===== src/design/spdc_map.vh =====
`ifndef SPDC_MAP_VH
`define SPDC_MAP_VH
// register byte offsets on the axi4-lite slave
`define SPDC_OFS_CTRL      8'h00
`define SPDC_OFS_CHSEL     8'h04
`define SPDC_OFS_PTR_LOC   8'h08
`define SPDC_OFS_PTR_WORD  8'h0C
`define SPDC_OFS_STATUS    8'h10
// control register bits, write-one pulses
`define SPDC_CTRL_ABORT    0
`define SPDC_CTRL_ACT      1
`define SPDC_CTRL_LOAD     2
// pointer word layout
`define SPDC_PTR_STAT_HI   23
`define SPDC_PTR_STAT_LO   12
`define SPDC_PTR_Y_HI      11
`define SPDC_PTR_Y_LO      0
// pointer location window, octal 31 to 37
`define SPDC_PTR_LOC_MIN   5'h19
`define SPDC_PTR_LOC_MAX   5'h1F
`define SPDC_PTR_LOC_RST   5'h19
// command word layout
`define SPDC_CMD_DEV_HI    11
`define SPDC_CMD_DEV_LO    6
`define SPDC_CMD_OP_HI     5
`define SPDC_CMD_OP_LO     0
`define SPDC_OP_DIR_IN     5
// count word and address word fields
`define SPDC_CNT_HI        15
`define SPDC_ADR_HI        15
// status field bits
`define SPDC_ST_DONE       0
`define SPDC_ST_PARERR     1
`define SPDC_ST_ABORT      2
`define SPDC_ST_INPUT      3
`define SPDC_ST_CH_LO      4
`define SPDC_ST_CH_HI      5
// axi response codes
`define SPDC_RESP_OKAY     2'h0
`define SPDC_RESP_SLVERR   2'h2
`endif


===== src/design/spdc_top.v =====
`timescale 1ns/100ps
`include "spdc_map.vh"

////////////////////////////////////////////////////////////////////////////////
module spdc_fifo #(
	parameter W     = 24,
	parameter DEPTH = 32,
	parameter AW    = 5
) (
	// clock and reset
	input  wire          aclk,
	input  wire          aresetn,
	input  wire          flush,
	// fill side
	input  wire          in_valid,
	output wire          in_ready,
	input  wire [W-1:0]  in_data,
	// drain side
	output wire          out_valid,
	input  wire          out_ready,
	output wire [W-1:0]  out_data,
	output wire [AW:0]   level
);
	reg [W-1:0]  mem [0:DEPTH-1];
	reg [AW-1:0] wr_r;
	reg [AW-1:0] rd_r;
	reg [AW:0]   cnt_r;
	wire         push;
	wire         pop;

	assign in_ready  = (cnt_r != DEPTH[AW:0]);
	assign out_valid = (cnt_r != {(AW+1){1'b0}});
	assign out_data  = mem[rd_r];
	assign level     = cnt_r;
	assign push      = in_valid & in_ready;
	assign pop       = out_valid & out_ready;

	// storage has no reset, only pointers and count do
	always @(posedge aclk) begin
		if (push)
			mem[wr_r] <= in_data;
	end

	// pointers wrap on power-of-two depth
	always @(posedge aclk) begin
		if (!aresetn || flush) begin
			wr_r  <= {AW{1'b0}};
			rd_r  <= {AW{1'b0}};
			cnt_r <= {(AW+1){1'b0}};
		end else begin
			if (push)
				wr_r <= wr_r + 1'b1;
			if (pop)
				rd_r <= rd_r + 1'b1;
			cnt_r <= cnt_r + {{AW{1'b0}}, push} - {{AW{1'b0}}, pop};
		end
	end
endmodule // spdc_fifo

////////////////////////////////////////////////////////////////////////////////
module spdc_top #(
	parameter NUM_CH  = 4,
	parameter FDEPTH  = 32,
	parameter FAW     = 5
) (
	// clock and reset
	input  wire              aclk,
	input  wire              aresetn,
	// axi4-lite write channels
	input  wire [7:0]        s_axi_awaddr,
	input  wire              s_axi_awvalid,
	output reg               s_axi_awready,
	input  wire [31:0]       s_axi_wdata,
	input  wire [3:0]        s_axi_wstrb,
	input  wire              s_axi_wvalid,
	output reg               s_axi_wready,
	output reg  [1:0]        s_axi_bresp,
	output reg               s_axi_bvalid,
	input  wire              s_axi_bready,
	// axi4-lite read channels
	input  wire [7:0]        s_axi_araddr,
	input  wire              s_axi_arvalid,
	output reg               s_axi_arready,
	output reg  [31:0]       s_axi_rdata,
	output reg  [1:0]        s_axi_rresp,
	output reg               s_axi_rvalid,
	input  wire              s_axi_rready,
	// shared direct memory channel
	output reg               mem_req,
	output reg               mem_we,
	output reg  [15:0]       mem_addr,
	output reg  [23:0]       mem_wdata,
	input  wire              mem_gnt,
	input  wire [23:0]       mem_rdata,
	// processor side
	output reg               ready_irq,
	// peripheral channels
	output reg  [NUM_CH-1:0] per_sel,
	output reg               per_load,
	output reg               per_cmd_valid,
	output reg  [11:0]       per_cmd,
	input  wire [NUM_CH-1:0] per_cmd_ack,
	output reg               per_tx_valid,
	output reg  [23:0]       per_tx_data,
	output reg               per_tx_par,
	input  wire [NUM_CH-1:0] per_tx_ready,
	input  wire [NUM_CH-1:0] per_rx_valid,
	input  wire [23:0]       per_rx_data,
	input  wire              per_rx_par,
	output reg               per_rx_ready
);
	localparam S_IDLE  = 3'd0;
	localparam S_CMD   = 3'd1;
	localparam S_CNT   = 3'd2;
	localparam S_ADR   = 3'd3;
	localparam S_ISSUE = 3'd4;
	localparam S_XFER  = 3'd5;
	localparam S_STAT  = 3'd6;
	localparam S_DONE  = 3'd7;

	reg [2:0]   state_r;
	reg [1:0]   chsel_r;
	reg [4:0]   ptr_loc_r;
	reg [23:0]  ptr_word_r;
	reg [11:0]  cmd_r;
	reg [15:0]  cnt_r;
	reg [15:0]  adr_r;
	reg [15:0]  issued_r;
	reg [15:0]  done_r;
	reg [11:0]  status_r;
	reg         parerr_r;
	reg         abort_pend_r;
	reg         aw_hold_r;
	reg         w_hold_r;
	reg [7:0]   aw_addr_r;
	reg [31:0]  w_data_r;
	reg         w_strb0_r;
	reg         fifo_flush_r;
	wire        wr_fire;
	wire        start;
	wire        abort_set;
	wire        act_set;
	wire        dir_in;
	wire        tx_rdy_sel;
	wire        rx_vld_sel;
	wire        ack_sel;
	wire        rx_take;
	wire        tx_load;
	wire        fin_valid;
	wire        fin_ready;
	wire [23:0] fin_data;
	wire        fout_valid;
	wire        fout_ready;
	wire [23:0] fout_data;
	wire [FAW:0] flevel;
	wire        busy;

	assign busy       = (state_r != S_IDLE);
	assign dir_in     = cmd_r[`SPDC_OP_DIR_IN];
	assign tx_rdy_sel = per_tx_ready[chsel_r];
	assign rx_vld_sel = per_rx_valid[chsel_r];
	assign ack_sel    = per_cmd_ack[chsel_r];

	////////////////////////////////////////////////////////////////////////
	// axi4-lite write: address and data taken in either order
	assign wr_fire   = aw_hold_r & w_hold_r & ~s_axi_bvalid;
	assign start     = wr_fire & (aw_addr_r == `SPDC_OFS_PTR_WORD) & ~busy & w_strb0_r;
	assign abort_set = wr_fire & (aw_addr_r == `SPDC_OFS_CTRL) & w_data_r[`SPDC_CTRL_ABORT];
	assign act_set   = wr_fire & (aw_addr_r == `SPDC_OFS_CTRL) & w_data_r[`SPDC_CTRL_ACT];

	always @(posedge aclk) begin
		if (!aresetn) begin
			s_axi_awready <= 1'b0;
			s_axi_wready  <= 1'b0;
			s_axi_bvalid  <= 1'b0;
			s_axi_bresp   <= `SPDC_RESP_OKAY;
			aw_hold_r     <= 1'b0;
			w_hold_r      <= 1'b0;
			aw_addr_r     <= 8'h00;
			w_data_r      <= 32'h00000000;
			w_strb0_r     <= 1'b0;
			chsel_r       <= 2'h0;
			ptr_loc_r     <= `SPDC_PTR_LOC_RST;
			per_load      <= 1'b0;
		end else begin
			s_axi_awready <= ~aw_hold_r & ~s_axi_awready;
			s_axi_wready  <= ~w_hold_r & ~s_axi_wready;
			per_load      <= 1'b0;
			if (s_axi_awvalid & s_axi_awready) begin
				aw_hold_r <= 1'b1;
				aw_addr_r <= s_axi_awaddr;
			end
			if (s_axi_wvalid & s_axi_wready) begin
				w_hold_r <= 1'b1;
				w_data_r <= s_axi_wdata;
				// strobe kept with its data, the master may move it after the take
				w_strb0_r <= s_axi_wstrb[0];
			end
			if (s_axi_bvalid & s_axi_bready)
				s_axi_bvalid <= 1'b0;
			if (wr_fire) begin
				aw_hold_r    <= 1'b0;
				w_hold_r     <= 1'b0;
				s_axi_bvalid <= 1'b1;
				s_axi_bresp  <= `SPDC_RESP_OKAY;
				case (aw_addr_r)
				`SPDC_OFS_CTRL:
					per_load <= w_data_r[`SPDC_CTRL_LOAD];
				`SPDC_OFS_CHSEL:
					// switching mid-operation would strand a transfer
					if (!busy && w_data_r < NUM_CH)
						chsel_r <= w_data_r[1:0];
				`SPDC_OFS_PTR_LOC:
					if (!busy && w_data_r[31:5] == 27'h0000000 && w_data_r[4:0] >= `SPDC_PTR_LOC_MIN)
						ptr_loc_r <= w_data_r[4:0];
				`SPDC_OFS_PTR_WORD, `SPDC_OFS_STATUS: begin
				end
				default:
					s_axi_bresp <= `SPDC_RESP_SLVERR;
				endcase
			end
		end
	end

	////////////////////////////////////////////////////////////////////////
	// axi4-lite read: one word a time, answer one cycle after address
	always @(posedge aclk) begin
		if (!aresetn) begin
			s_axi_arready <= 1'b0;
			s_axi_rvalid  <= 1'b0;
			s_axi_rdata   <= 32'h00000000;
			s_axi_rresp   <= `SPDC_RESP_OKAY;
		end else begin
			s_axi_arready <= ~s_axi_rvalid & ~s_axi_arready;
			if (s_axi_rvalid & s_axi_rready)
				s_axi_rvalid <= 1'b0;
			if (s_axi_arvalid & s_axi_arready) begin
				s_axi_rvalid <= 1'b1;
				s_axi_rresp  <= `SPDC_RESP_OKAY;
				case (s_axi_araddr)
				`SPDC_OFS_CTRL:     s_axi_rdata <= {31'h00000000, abort_pend_r};
				`SPDC_OFS_CHSEL:    s_axi_rdata <= {30'h00000000, chsel_r};
				`SPDC_OFS_PTR_LOC:  s_axi_rdata <= {27'h0000000, ptr_loc_r};
				`SPDC_OFS_PTR_WORD: s_axi_rdata <= {8'h00, ptr_word_r};
				`SPDC_OFS_STATUS:   s_axi_rdata <= {8'h00, done_r, status_r[3:0], busy, state_r};
				default: begin
					s_axi_rdata <= 32'h00000000;
					s_axi_rresp <= `SPDC_RESP_SLVERR;
				end
				endcase
			end
		end
	end

	////////////////////////////////////////////////////////////////////////
	// data buffer, direction set by opcode
	assign rx_take    = rx_vld_sel & per_rx_ready;
	assign fin_valid  = dir_in ? rx_take : (mem_req & mem_gnt & ~mem_we & (state_r == S_XFER));
	assign fin_data   = dir_in ? per_rx_data : mem_rdata;
	assign tx_load    = ~dir_in & fout_valid & (~per_tx_valid | tx_rdy_sel);
	assign fout_ready = dir_in ? (~mem_req & (state_r == S_XFER) & ~abort_pend_r) : tx_load;

	spdc_fifo #(
		.W     (24),
		.DEPTH (FDEPTH),
		.AW    (FAW)
	) u_fifo (
		.aclk      (aclk),
		.aresetn   (aresetn),
		.flush     (fifo_flush_r),
		.in_valid  (fin_valid),
		.in_ready  (fin_ready),
		.in_data   (fin_data),
		.out_valid (fout_valid),
		.out_ready (fout_ready),
		.out_data  (fout_data),
		.level     (flevel)
	);

	////////////////////////////////////////////////////////////////////////
	// sequencer: pointer, three control words, command, data, status
	always @(posedge aclk) begin
		if (!aresetn) begin
			state_r       <= S_IDLE;
			ptr_word_r    <= 24'h000000;
			cmd_r         <= 12'h000;
			cnt_r         <= 16'h0000;
			adr_r         <= 16'h0000;
			issued_r      <= 16'h0000;
			done_r        <= 16'h0000;
			status_r      <= 12'h000;
			parerr_r      <= 1'b0;
			abort_pend_r  <= 1'b0;
			fifo_flush_r  <= 1'b0;
			mem_req       <= 1'b0;
			mem_we        <= 1'b0;
			mem_addr      <= 16'h0000;
			mem_wdata     <= 24'h000000;
			ready_irq     <= 1'b0;
			per_sel       <= {NUM_CH{1'b0}};
			per_cmd_valid <= 1'b0;
			per_cmd       <= 12'h000;
			per_tx_valid  <= 1'b0;
			per_tx_data   <= 24'h000000;
			per_tx_par    <= 1'b0;
			per_rx_ready  <= 1'b0;
		end else begin
			ready_irq    <= act_set;
			fifo_flush_r <= 1'b0;
			// set wins over the sequencer's clear
			if (abort_set && busy)
				abort_pend_r <= 1'b1;
			else if (state_r == S_DONE)
				abort_pend_r <= 1'b0;
			// selector drives exactly one channel while busy
			per_sel <= busy ? ({{(NUM_CH-1){1'b0}}, 1'b1} << chsel_r) : {NUM_CH{1'b0}};
			// hold the request until this controller wins the channel
			if (mem_req && mem_gnt)
				mem_req <= 1'b0;
			// registered ready keeps two slots of margin for the lag
			per_rx_ready <= (state_r == S_XFER) & dir_in & ~abort_pend_r &
				(issued_r < cnt_r) & (flevel < FDEPTH - 2) & ~rx_take;
			// output stage, parity formed here
			if (per_tx_valid && tx_rdy_sel) begin
				per_tx_valid <= 1'b0;
				done_r       <= done_r + 16'h0001;
			end
			if (tx_load) begin
				per_tx_valid <= 1'b1;
				per_tx_data  <= fout_data;
				per_tx_par   <= ~^fout_data;
			end
			case (state_r)
			S_IDLE: begin
				if (start) begin
					ptr_word_r <= w_data_r[23:0];
					parerr_r   <= 1'b0;
					issued_r   <= 16'h0000;
					done_r     <= 16'h0000;
					mem_req    <= 1'b1;
					mem_we     <= 1'b0;
					mem_addr   <= {4'h0, w_data_r[`SPDC_PTR_Y_HI:`SPDC_PTR_Y_LO]};
					state_r    <= S_CMD;
				end
			end
			S_CMD: begin
				if (mem_req && mem_gnt) begin
					cmd_r    <= mem_rdata[`SPDC_CMD_DEV_HI:`SPDC_CMD_OP_LO];
					mem_req  <= 1'b1;
					mem_addr <= mem_addr + 16'h0001;
					state_r  <= S_CNT;
				end
			end
			S_CNT: begin
				if (mem_req && mem_gnt) begin
					cnt_r    <= mem_rdata[`SPDC_CNT_HI:0];
					mem_req  <= 1'b1;
					mem_addr <= mem_addr + 16'h0001;
					state_r  <= S_ADR;
				end
			end
			S_ADR: begin
				if (mem_req && mem_gnt) begin
					adr_r         <= mem_rdata[`SPDC_ADR_HI:0];
					per_cmd_valid <= 1'b1;
					per_cmd       <= cmd_r;
					state_r       <= S_ISSUE;
				end
			end
			S_ISSUE: begin
				if (abort_pend_r) begin
					per_cmd_valid <= 1'b0;
					state_r       <= S_STAT;
				end else if (ack_sel) begin
					per_cmd_valid <= 1'b0;
					state_r       <= S_XFER;
				end
			end
			S_XFER: begin
				if (rx_take) begin
					issued_r <= issued_r + 16'h0001;
					if (~^{per_rx_data, per_rx_par})
						parerr_r <= 1'b1;
				end
				if (!dir_in && !mem_req && !abort_pend_r && issued_r < cnt_r &&
				    flevel < FDEPTH - 1) begin
					mem_req  <= 1'b1;
					mem_we   <= 1'b0;
					mem_addr <= adr_r + issued_r;
					issued_r <= issued_r + 16'h0001;
				end
				if (dir_in && fout_ready && fout_valid) begin
					mem_req   <= 1'b1;
					mem_we    <= 1'b1;
					mem_addr  <= adr_r + done_r;
					mem_wdata <= fout_data;
				end
				if (dir_in && mem_req && mem_gnt)
					done_r <= done_r + 16'h0001;
				// abort waits only for a request already on the channel
				if ((done_r == cnt_r) || (abort_pend_r && !mem_req)) begin
					fifo_flush_r <= 1'b1;
					per_tx_valid <= 1'b0;
					state_r      <= S_STAT;
				end
			end
			S_STAT: begin
				if (!mem_req) begin
					status_r <= 12'h000;
					status_r[`SPDC_ST_DONE]   <= ~abort_pend_r;
					status_r[`SPDC_ST_PARERR] <= parerr_r;
					status_r[`SPDC_ST_ABORT]  <= abort_pend_r;
					status_r[`SPDC_ST_INPUT]  <= dir_in;
					status_r[`SPDC_ST_CH_HI:`SPDC_ST_CH_LO] <= chsel_r;
					mem_req   <= 1'b1;
					mem_we    <= 1'b1;
					mem_addr  <= {11'h000, ptr_loc_r};
					mem_wdata <= {6'h00, chsel_r, dir_in, abort_pend_r, parerr_r,
						~abort_pend_r, ptr_word_r[`SPDC_PTR_Y_HI:`SPDC_PTR_Y_LO]};
					state_r   <= S_DONE;
				end
			end
			S_DONE: begin
				if (mem_req && mem_gnt) begin
					ptr_word_r <= {status_r, ptr_word_r[`SPDC_PTR_Y_HI:`SPDC_PTR_Y_LO]};
					mem_we     <= 1'b0;
					ready_irq  <= 1'b1;
					state_r    <= S_IDLE;
				end
			end
			default:
				state_r <= S_IDLE;
			endcase
		end
	end
endmodule // spdc_top


===== config.mk =====
export PLATFORM = sky130hd
export DESIGN_NAME = spdc_top
export DESIGN_NICKNAME = d
export VERILOG_FILES = /design/src/design/spdc_top.v
export VERILOG_INCLUDE_DIRS = /design/src /design/src/design
export SDC_FILE = /design/constraint.sdc
export NUM_CORES = 1
export LEC_CHECK = 0
export ABC_AREA = 1
export BUFFER_PORTS_ARGS = -buffer_cell sky130_fd_sc_hd__buf_2
export CORE_MARGIN = 1
export CORE_UTILIZATION = 40
export DETAILED_ROUTE_END_ITERATION = 8
export PLACE_DENSITY = 0.57
export SLEW_MARGIN = 0
export SYNTH_ARGS = -nofsm -noshare
export SYNTH_HDL_FRONTEND = slang
export SYNTH_SLANG_ARGS = --single-unit

===== constraint.sdc =====
create_clock -name aclk -period 4.39 [get_ports aclk]
set_input_delay 0.2195 -clock aclk [delete_from_list [all_inputs] [get_ports aclk]]
set_output_delay 0.2195 -clock aclk [all_outputs]
set_load 0.01 [all_outputs]

==> run summary, run 1 <==
Fin Clk Skew -> 0.02311 ns
Total Wirelength -> 144600 um
Synth async-reset ratio -> 0%
Mapped Area -> 46670 um^2
# clock sinks -> 1070
maximum clock insertion buffer count -> 3
clock-pin slew on the worst setup and hold paths -> 0.06 ns
Hold WS -> 0.08048 ns
min Tclk post-route -> 3.674 ns
synth warn -> 0
Area Overhead vs Synth -> 15.14%
H-tree depth -> 3
Detail Route Antenna Nets -> 0
crit-path cells -> inv_2 -> nor2_2 -> nand2_2 -> nor3_2 -> nand3_2 -> buf_4 -> o21ai_0 -> ha_1 -> nand3_1 -> nand2_1 -> nand2_1 -> nand2_1 -> a21oi_1 -> o21ai_0 -> nand3_1 -> nand2_1 -> nand2_1 -> nand2_1 -> o21ai_0 -> nand3_1 -> nor2_1 -> nor2_1
NumNets Final -> 5276
antenna cells -> 0
number of global-route vias before repair -> 33200
status -> complete, no violations
PD cells -> 514.5 nW/um^2
Post-CTS Resized -> 0
Worst Setup Start Kind -> flip-flop
hold buffers post-CTS -> 67
slowest cell delay on critical path -> 0.45 ns
initial antenna violation count -> 2
Avg WL per Cell -> 21.58 um
worst-path fanout max -> 29
final worst slack -> 0.7163 ns
vias -> 36120
worst skew pair latency -> 0.72 ns
Max-Cap Viols -> 0
GRT Util Overall -> 24.08%
Syn Area/Cell -> 9.613 um^2
die area -> 118100 um^2
endpoints failing setup -> 0
IO buf count -> 236
CTS tree -> yes
Worst slew margin -> 18.79%
crit share post-route -> 83.68%
Final Power -> 27.65 mW
clock root cell -> clkbuf_16
Gate Count Post-Synth -> 4855
Inserted Clock Buffers -> 112
most common cell after layout, fill and taps aside -> nand2_1
Seq/Total Area, Yosys -> 62.36%
Worst Path Arrival -> 4.28 ns
Final HPWL DP -> 89790 um
DP Worst Slack -> 0.8012 ns
maximum VDD drop -> 0.0003458 V
Worst EP required -> 5.00 ns
io pins -> 250
Core Footprint -> 115000 um^2
# fillers -> 10680
Final Hold Fails -> 0
starting density of the core -> 40.60%
row cnt -> 124
Final Max Tran Viols -> 0
post-DR vias/cell -> 5.389
Routability Congestion -> 0.9754
Hold Path Class -> primary input to flip-flop
TNS Setup -> 0 ns
synthesis-stage register bit count -> 1070
chip height -> 343.6 um
share of cells above drive strength 1 -> 10.96%
EDFF count, synth -> 768
CP most frequent cell -> nand2_1
P_leak -> 20.65 nW
worst slew pin tran -> 1.215 ns
Post-CTS Setup Inserts -> 0
RSZ-0062 raised after global routing -> no
Yosys cell types -> 63
GR Overflow Total -> 0
commonest cells after routing, fill and taps aside -> nand2_1 (1544), edfxtp_1 (768), nand3_1 (675)
drt first pass iters -> 6
final core occ -> 46.75%
first-pass GRT wire length -> 213400 um
Post-synth top flop -> edfxtp_1
critical path type -> flip-flop to flip-flop
die span in x -> 343.6 um
largest net degree at the start of global routing -> 142
slowest CP cell -> dfxtp_1
CP endpoint kind -> flip-flop
1st-iter DRT viols -> 3893
detailed-route DRC error count -> 0
Max Clk Rate -> 272.2 MHz
path summary, 6_finish.rpt:
path / startpoint / endpoint / slack [ns] / cells after the start
max: state_r[0] / mem_addr[11] / 0.72 / 22
max reg2reg: state_r[0] / mem_addr[11] / 0.72 / 22
min reg2reg: w_hold_r / s_axi_wready / 0.42 / 1
min: per_cmd_ack[0] / per_cmd_valid / 0.08 / 6
sequential cells by signal (all words and copies together) (netlist names), 16 cells and up, named ones only:
signal       count
u_fifo.mem     768
w_data_r        32
mem_wdata       24
per_tx_data     24
ptr_word_r      24
s_axi_rdata     24
adr_r           16
cnt_r           16
done_r          16
issued_r        16
mem_addr        16
through the flow:
step           instance area (um^2)  instances
2_1_floorplan                 46710       4864
3_3_place_gp                  49540       6433
3_5_place_dp                  49540       6433
4_1_cts                       53740       6703
5_1_grt                       53740       6703
6_report                      53740       6703
routing by layer:
layer	up-vias	track usage (%)	part of all wire [%]
li1	17100	-	-
met1	17420	34.13	44
met2	1375	38.07	46
met3	230	2.918	6.6
met4	2	8.454	3.2
met5	-	0	0.0090
power by group:
part	total [mW]	leakage (nW)	internal, mW	switching (mW)
Clock	9.22	1.72	5.19	4.03
Sequential	11.3	9.35	11.1	0.269
Combinational	7.10	9.58	2.01	5.08
Total	27.6	20.7	18.3	9.38
worst max-delay path: cells and delay by family, from the launching register on:
family                   cells  cell delay, ns
AND/OR/NAND/NOR             15            1.47
AO/OA/AOI/OAI                4            1.01
flip-flops                   1            0.45
buffers and inverters        2            0.34
adder cells (fa/ha/maj)      1            0.30
cell type report:
cell class | instances | area [um^2] | area share, %
inverters | 206 | 793.3 | 1.476
flip-flops and latches | 1070 | 29120 | 54.19
repair buffers | 399 | 2913 | 5.420
clock buffers | 154 | 3070 | 5.713
multi-input cells | 3313 | 15490 | 28.82
well taps | 1512 | 1892 | 3.520
clock inverters | 49 | 464.2 | 0.8638
synth_stat cells (all sizes together) (2+ instances only):
| cell | n | area share, % |
|---|---|---|
| a32o | 2 | 0.043 |
| o22ai | 26 | 0.35 |
| nand2 | 1549 | 12 |
| nor3b | 6 | 0.11 |
| a22oi | 2 | 0.032 |
| o311ai | 2 | 0.038 |
| nand3b | 2 | 0.032 |
| and2 | 2 | 0.027 |
| inv | 199 | 1.6 |
| xnor2 | 21 | 0.39 |
| edfxtp | 768 | 49 |
| fa | 2 | 0.086 |
| buf | 185 | 2.7 |
| a211oi | 13 | 0.21 |
| ha | 51 | 1.4 |
| o211ai | 9 | 0.14 |
| a311oi | 2 | 0.038 |
| o41ai | 3 | 0.056 |
| a21oi | 230 | 2.5 |
| nor4 | 9 | 0.12 |
| dfxtp | 302 | 13 |
| nand3 | 676 | 7.3 |
| a221oi | 6 | 0.11 |
| clkbuf | 90 | 0.72 |
| o21a | 2 | 0.032 |
| or2 | 5 | 0.067 |
| clkinv | 7 | 0.056 |
| nor3 | 29 | 0.36 |
| o2111ai | 5 | 0.094 |
| a31oi | 14 | 0.19 |
| xor2 | 23 | 0.43 |
| o221a | 2 | 0.048 |
| nand2b | 2 | 0.027 |
| nand4 | 22 | 0.29 |
| o21ai | 283 | 3.1 |
| nor2 | 293 | 2.4 |
cell families after synthesis:
group                      after synthesis  share of synthesized area (%)
adders and majority gates               53                          1.453
buffers and inverters                  481                          5.061
DFF                                   1070                          62.36
and+or+nand+nor                       2597                          23.19
other                                    1                       0.008035
AOI/OAI and AO/OA                      609                          7.093
xor gates and xnor gates                44                         0.8257
(Power assumes the default switching activity.)
==> inputs of run 2 (changes only) <==
==> constraint.sdc (replaced) <==
create_clock -name aclk -period 3.5 [get_ports aclk]
set_input_delay 0.175 -clock aclk [delete_from_list [all_inputs] [get_ports aclk]]
set_output_delay 0.175 -clock aclk [all_outputs]
set_load 0.01 [all_outputs]
==> run 2 against run 1 <==
  * Worst setup slack lost 0.42 ns
  * Total power grew 28%
  * Routed wire length grew 0.54%
  * Non-clock buffer count grew 62
  * Combinational power grew 29%
  * Clock skew grew 0.013 ns
  * Sequential power grew 26%
  * Critical endpoint is now per_tx_par
==> run summary, run 2 (same netlist as run 1, synthesis figures left out) <==
sequential power share -> 40.0%
post-DR vias/cell -> 5.344
family with the most delay on the worst path -> simple AND/OR/NAND/NOR gates
Final HPWL DP -> 92510 um
Final Max Tran Viols -> 0
crit share post-route -> 91.53%
most common cell after layout, fill and taps aside -> nand2_1
vias -> 36150
Max Clk Rate -> 312.2 MHz
row cnt -> 124
min Tclk post-route -> 3.204 ns
Fin Clk Skew -> 0.03601 ns
worst-path fanout max -> 59
Worst slew margin -> 21.74%
Critical path buffers and inverters -> 3
die span in x -> 343.6 um
status -> complete, no violations
worst slew pin tran -> 1.171 ns
Core Footprint -> 115000 um^2
IO buf count -> 236
Critical R2R Capture -> per_tx_par
P_int -> 23.71 mW
largest registers -> u_fifo.mem (768), w_data_r (32)
RSZ-0062 raised after global routing -> yes
CP most frequent cell -> nand2_1
Final Power -> 35.45 mW
die area -> 118100 um^2
Routability Congestion -> 1.030
clock-pin slew on the worst setup and hold paths -> 0.06 ns
slowest cell delay on critical path -> 0.47 ns
chip height -> 343.6 um
reg2reg setup slack -> 0.30 ns
maximum clock insertion buffer count -> 3
maximum VDD drop -> 0.0004829 V
# clock sinks -> 1070
number of global-route vias before repair -> 33650
io pins -> 250
drt first pass iters -> 6
endpoints failing setup -> 0
Final Hold Fails -> 0
P_leak -> 21.11 nW
Inserted Clock Buffers -> 112
clock root cell -> clkbuf_16
CP endpoint kind -> flip-flop
Post-CTS Setup Inserts -> 0
detailed-route DRC error count -> 0
Avg WL per Cell -> 21.49 um
final worst slack -> 0.2964 ns
max reg flops -> 768
Worst Path Arrival -> 3.79 ns
Biggest register -> u_fifo.mem
DP Worst Slack -> 0.1012 ns
initial antenna violation count -> 2
switching pwr -> 11.74 mW
Worst EP required -> 4.09 ns
Hold Path Sink -> s_axi_rdata[23]
Hold Path Class -> primary input to flip-flop
GRT Util Overall -> 24.27%
commonest cells after routing, fill and taps aside -> nand2_1 (1544), edfxtp_1 (768), nand3_1 (675)
first-pass GRT wire length -> 215500 um
hold path depth -> 5
Detail Route Antenna Nets -> 0
largest net degree at the start of global routing -> 189
crit-path cells -> clkinv_8 -> buf_4 -> nand2_1 -> nand3_1 -> nand3_1 -> nand2_1 -> nand2_1 -> nand2_1 -> o21ai_2 -> nand2_1 -> nand2_1 -> nand2_1 -> nand2_1 -> nand2_1 -> nand2_1 -> nand2_1 -> nand3_1 -> nand3_1 -> nand2_1 -> inv_1
Total Wirelength -> 145400 um
clock power share -> 34.1%
sw frac -> 33.12%
H-tree depth -> 3
Combinational Power Share -> 25.9%
share of cells above drive strength 1 -> 12.32%
slowest CP cell -> dfxtp_4
1st-iter DRT viols -> 3243
PD cells -> 650.0 nW/um^2
critical path type -> flip-flop to flip-flop
Max-Cap Viols -> 0
NumNets Final -> 5338
CTS tree -> yes
Worst Setup Start Kind -> flip-flop
hold path start -> s_axi_araddr[2]
Worst R2R Path Depth -> 20
GR Overflow Total -> 0
worst skew pair latency -> 0.71 ns
Area Overhead vs Synth -> 16.85%
starting density of the core -> 40.60%
run 2: worst max-delay path by stage:
stage | endpoint | cells past startpoint
after floorplan | u_fifo.mem[31][0] | 10
after global placement | mem_addr[11] | 23
after detailed placement | mem_addr[11] | 23
after CTS | mem_addr[11] | 23
after global routing | mem_addr[10] | 24
final | per_tx_par | 20
run 2: worst min-delay path: cells and delay by family:
family          cells  cell delay (ns)
simple gates        2             0.25
compound gates      2             0.15
buf+inv             1             0.14
run 2: stage by stage:
| step | area, um^2 | instances | hold WS, ns | TNS, ns | utilization (%) |
|---|---|---|---|---|---|
| after detailed placement | 50130 | 6495 | 0.4008 | 0 | 43.60 |
| after global routing | 54530 | 6764 | 0.04389 | -0.05075 | 47.43 |
| after CTS | 54510 | 6764 | 0.0007387 | 0 | 47.42 |
| final | 54540 | 6765 | 0.04681 | 0 | 47.44 |
| after global placement | 50130 | 6495 | 0.3889 | 0 | 43.60 |
| after floorplan | 46710 | 4864 | 0.2888 | 0 | - |
run 2: repair_timing:
item | CTS | global route
endpoints found under the hold margin | 121 | 0
gates resized for setup | 0 | 14
hold buffers | 67 | 0
endpoints found under the setup margin | 0 | 9
run 2: per-layer routing:
layer	track usage, %	wire length (um)
met4	7.657	4387
met2	38.57	66670
met3	3.189	9811
met1	34.40	64550
met5	0	0
run 2: final cells by class:
cell class	count	area (um^2)
Fill cell	10630	60430
Sequential cell	1070	29120
Multi-Input combinational cell	3313	15510
Timing Repair Buffer	461	3503
Clock buffer	152	3183
Tap cell	1512	1892
Inverter	206	793.3
Clock inverter	50	530.5
Antenna cell	1	2.502
run 2: power groups by stage:
stage	logic (mW)	clock network, mW	registers, mW
6_report	9.17	12.1	14.2
3_3_place_gp	8.98	0	14.4
2_1_floorplan	6.22	0	14.4
5_1_grt	10.2	12.7	14.2
3_5_place_dp	9.06	0	14.5
4_1_cts	9.15	12.3	14.2
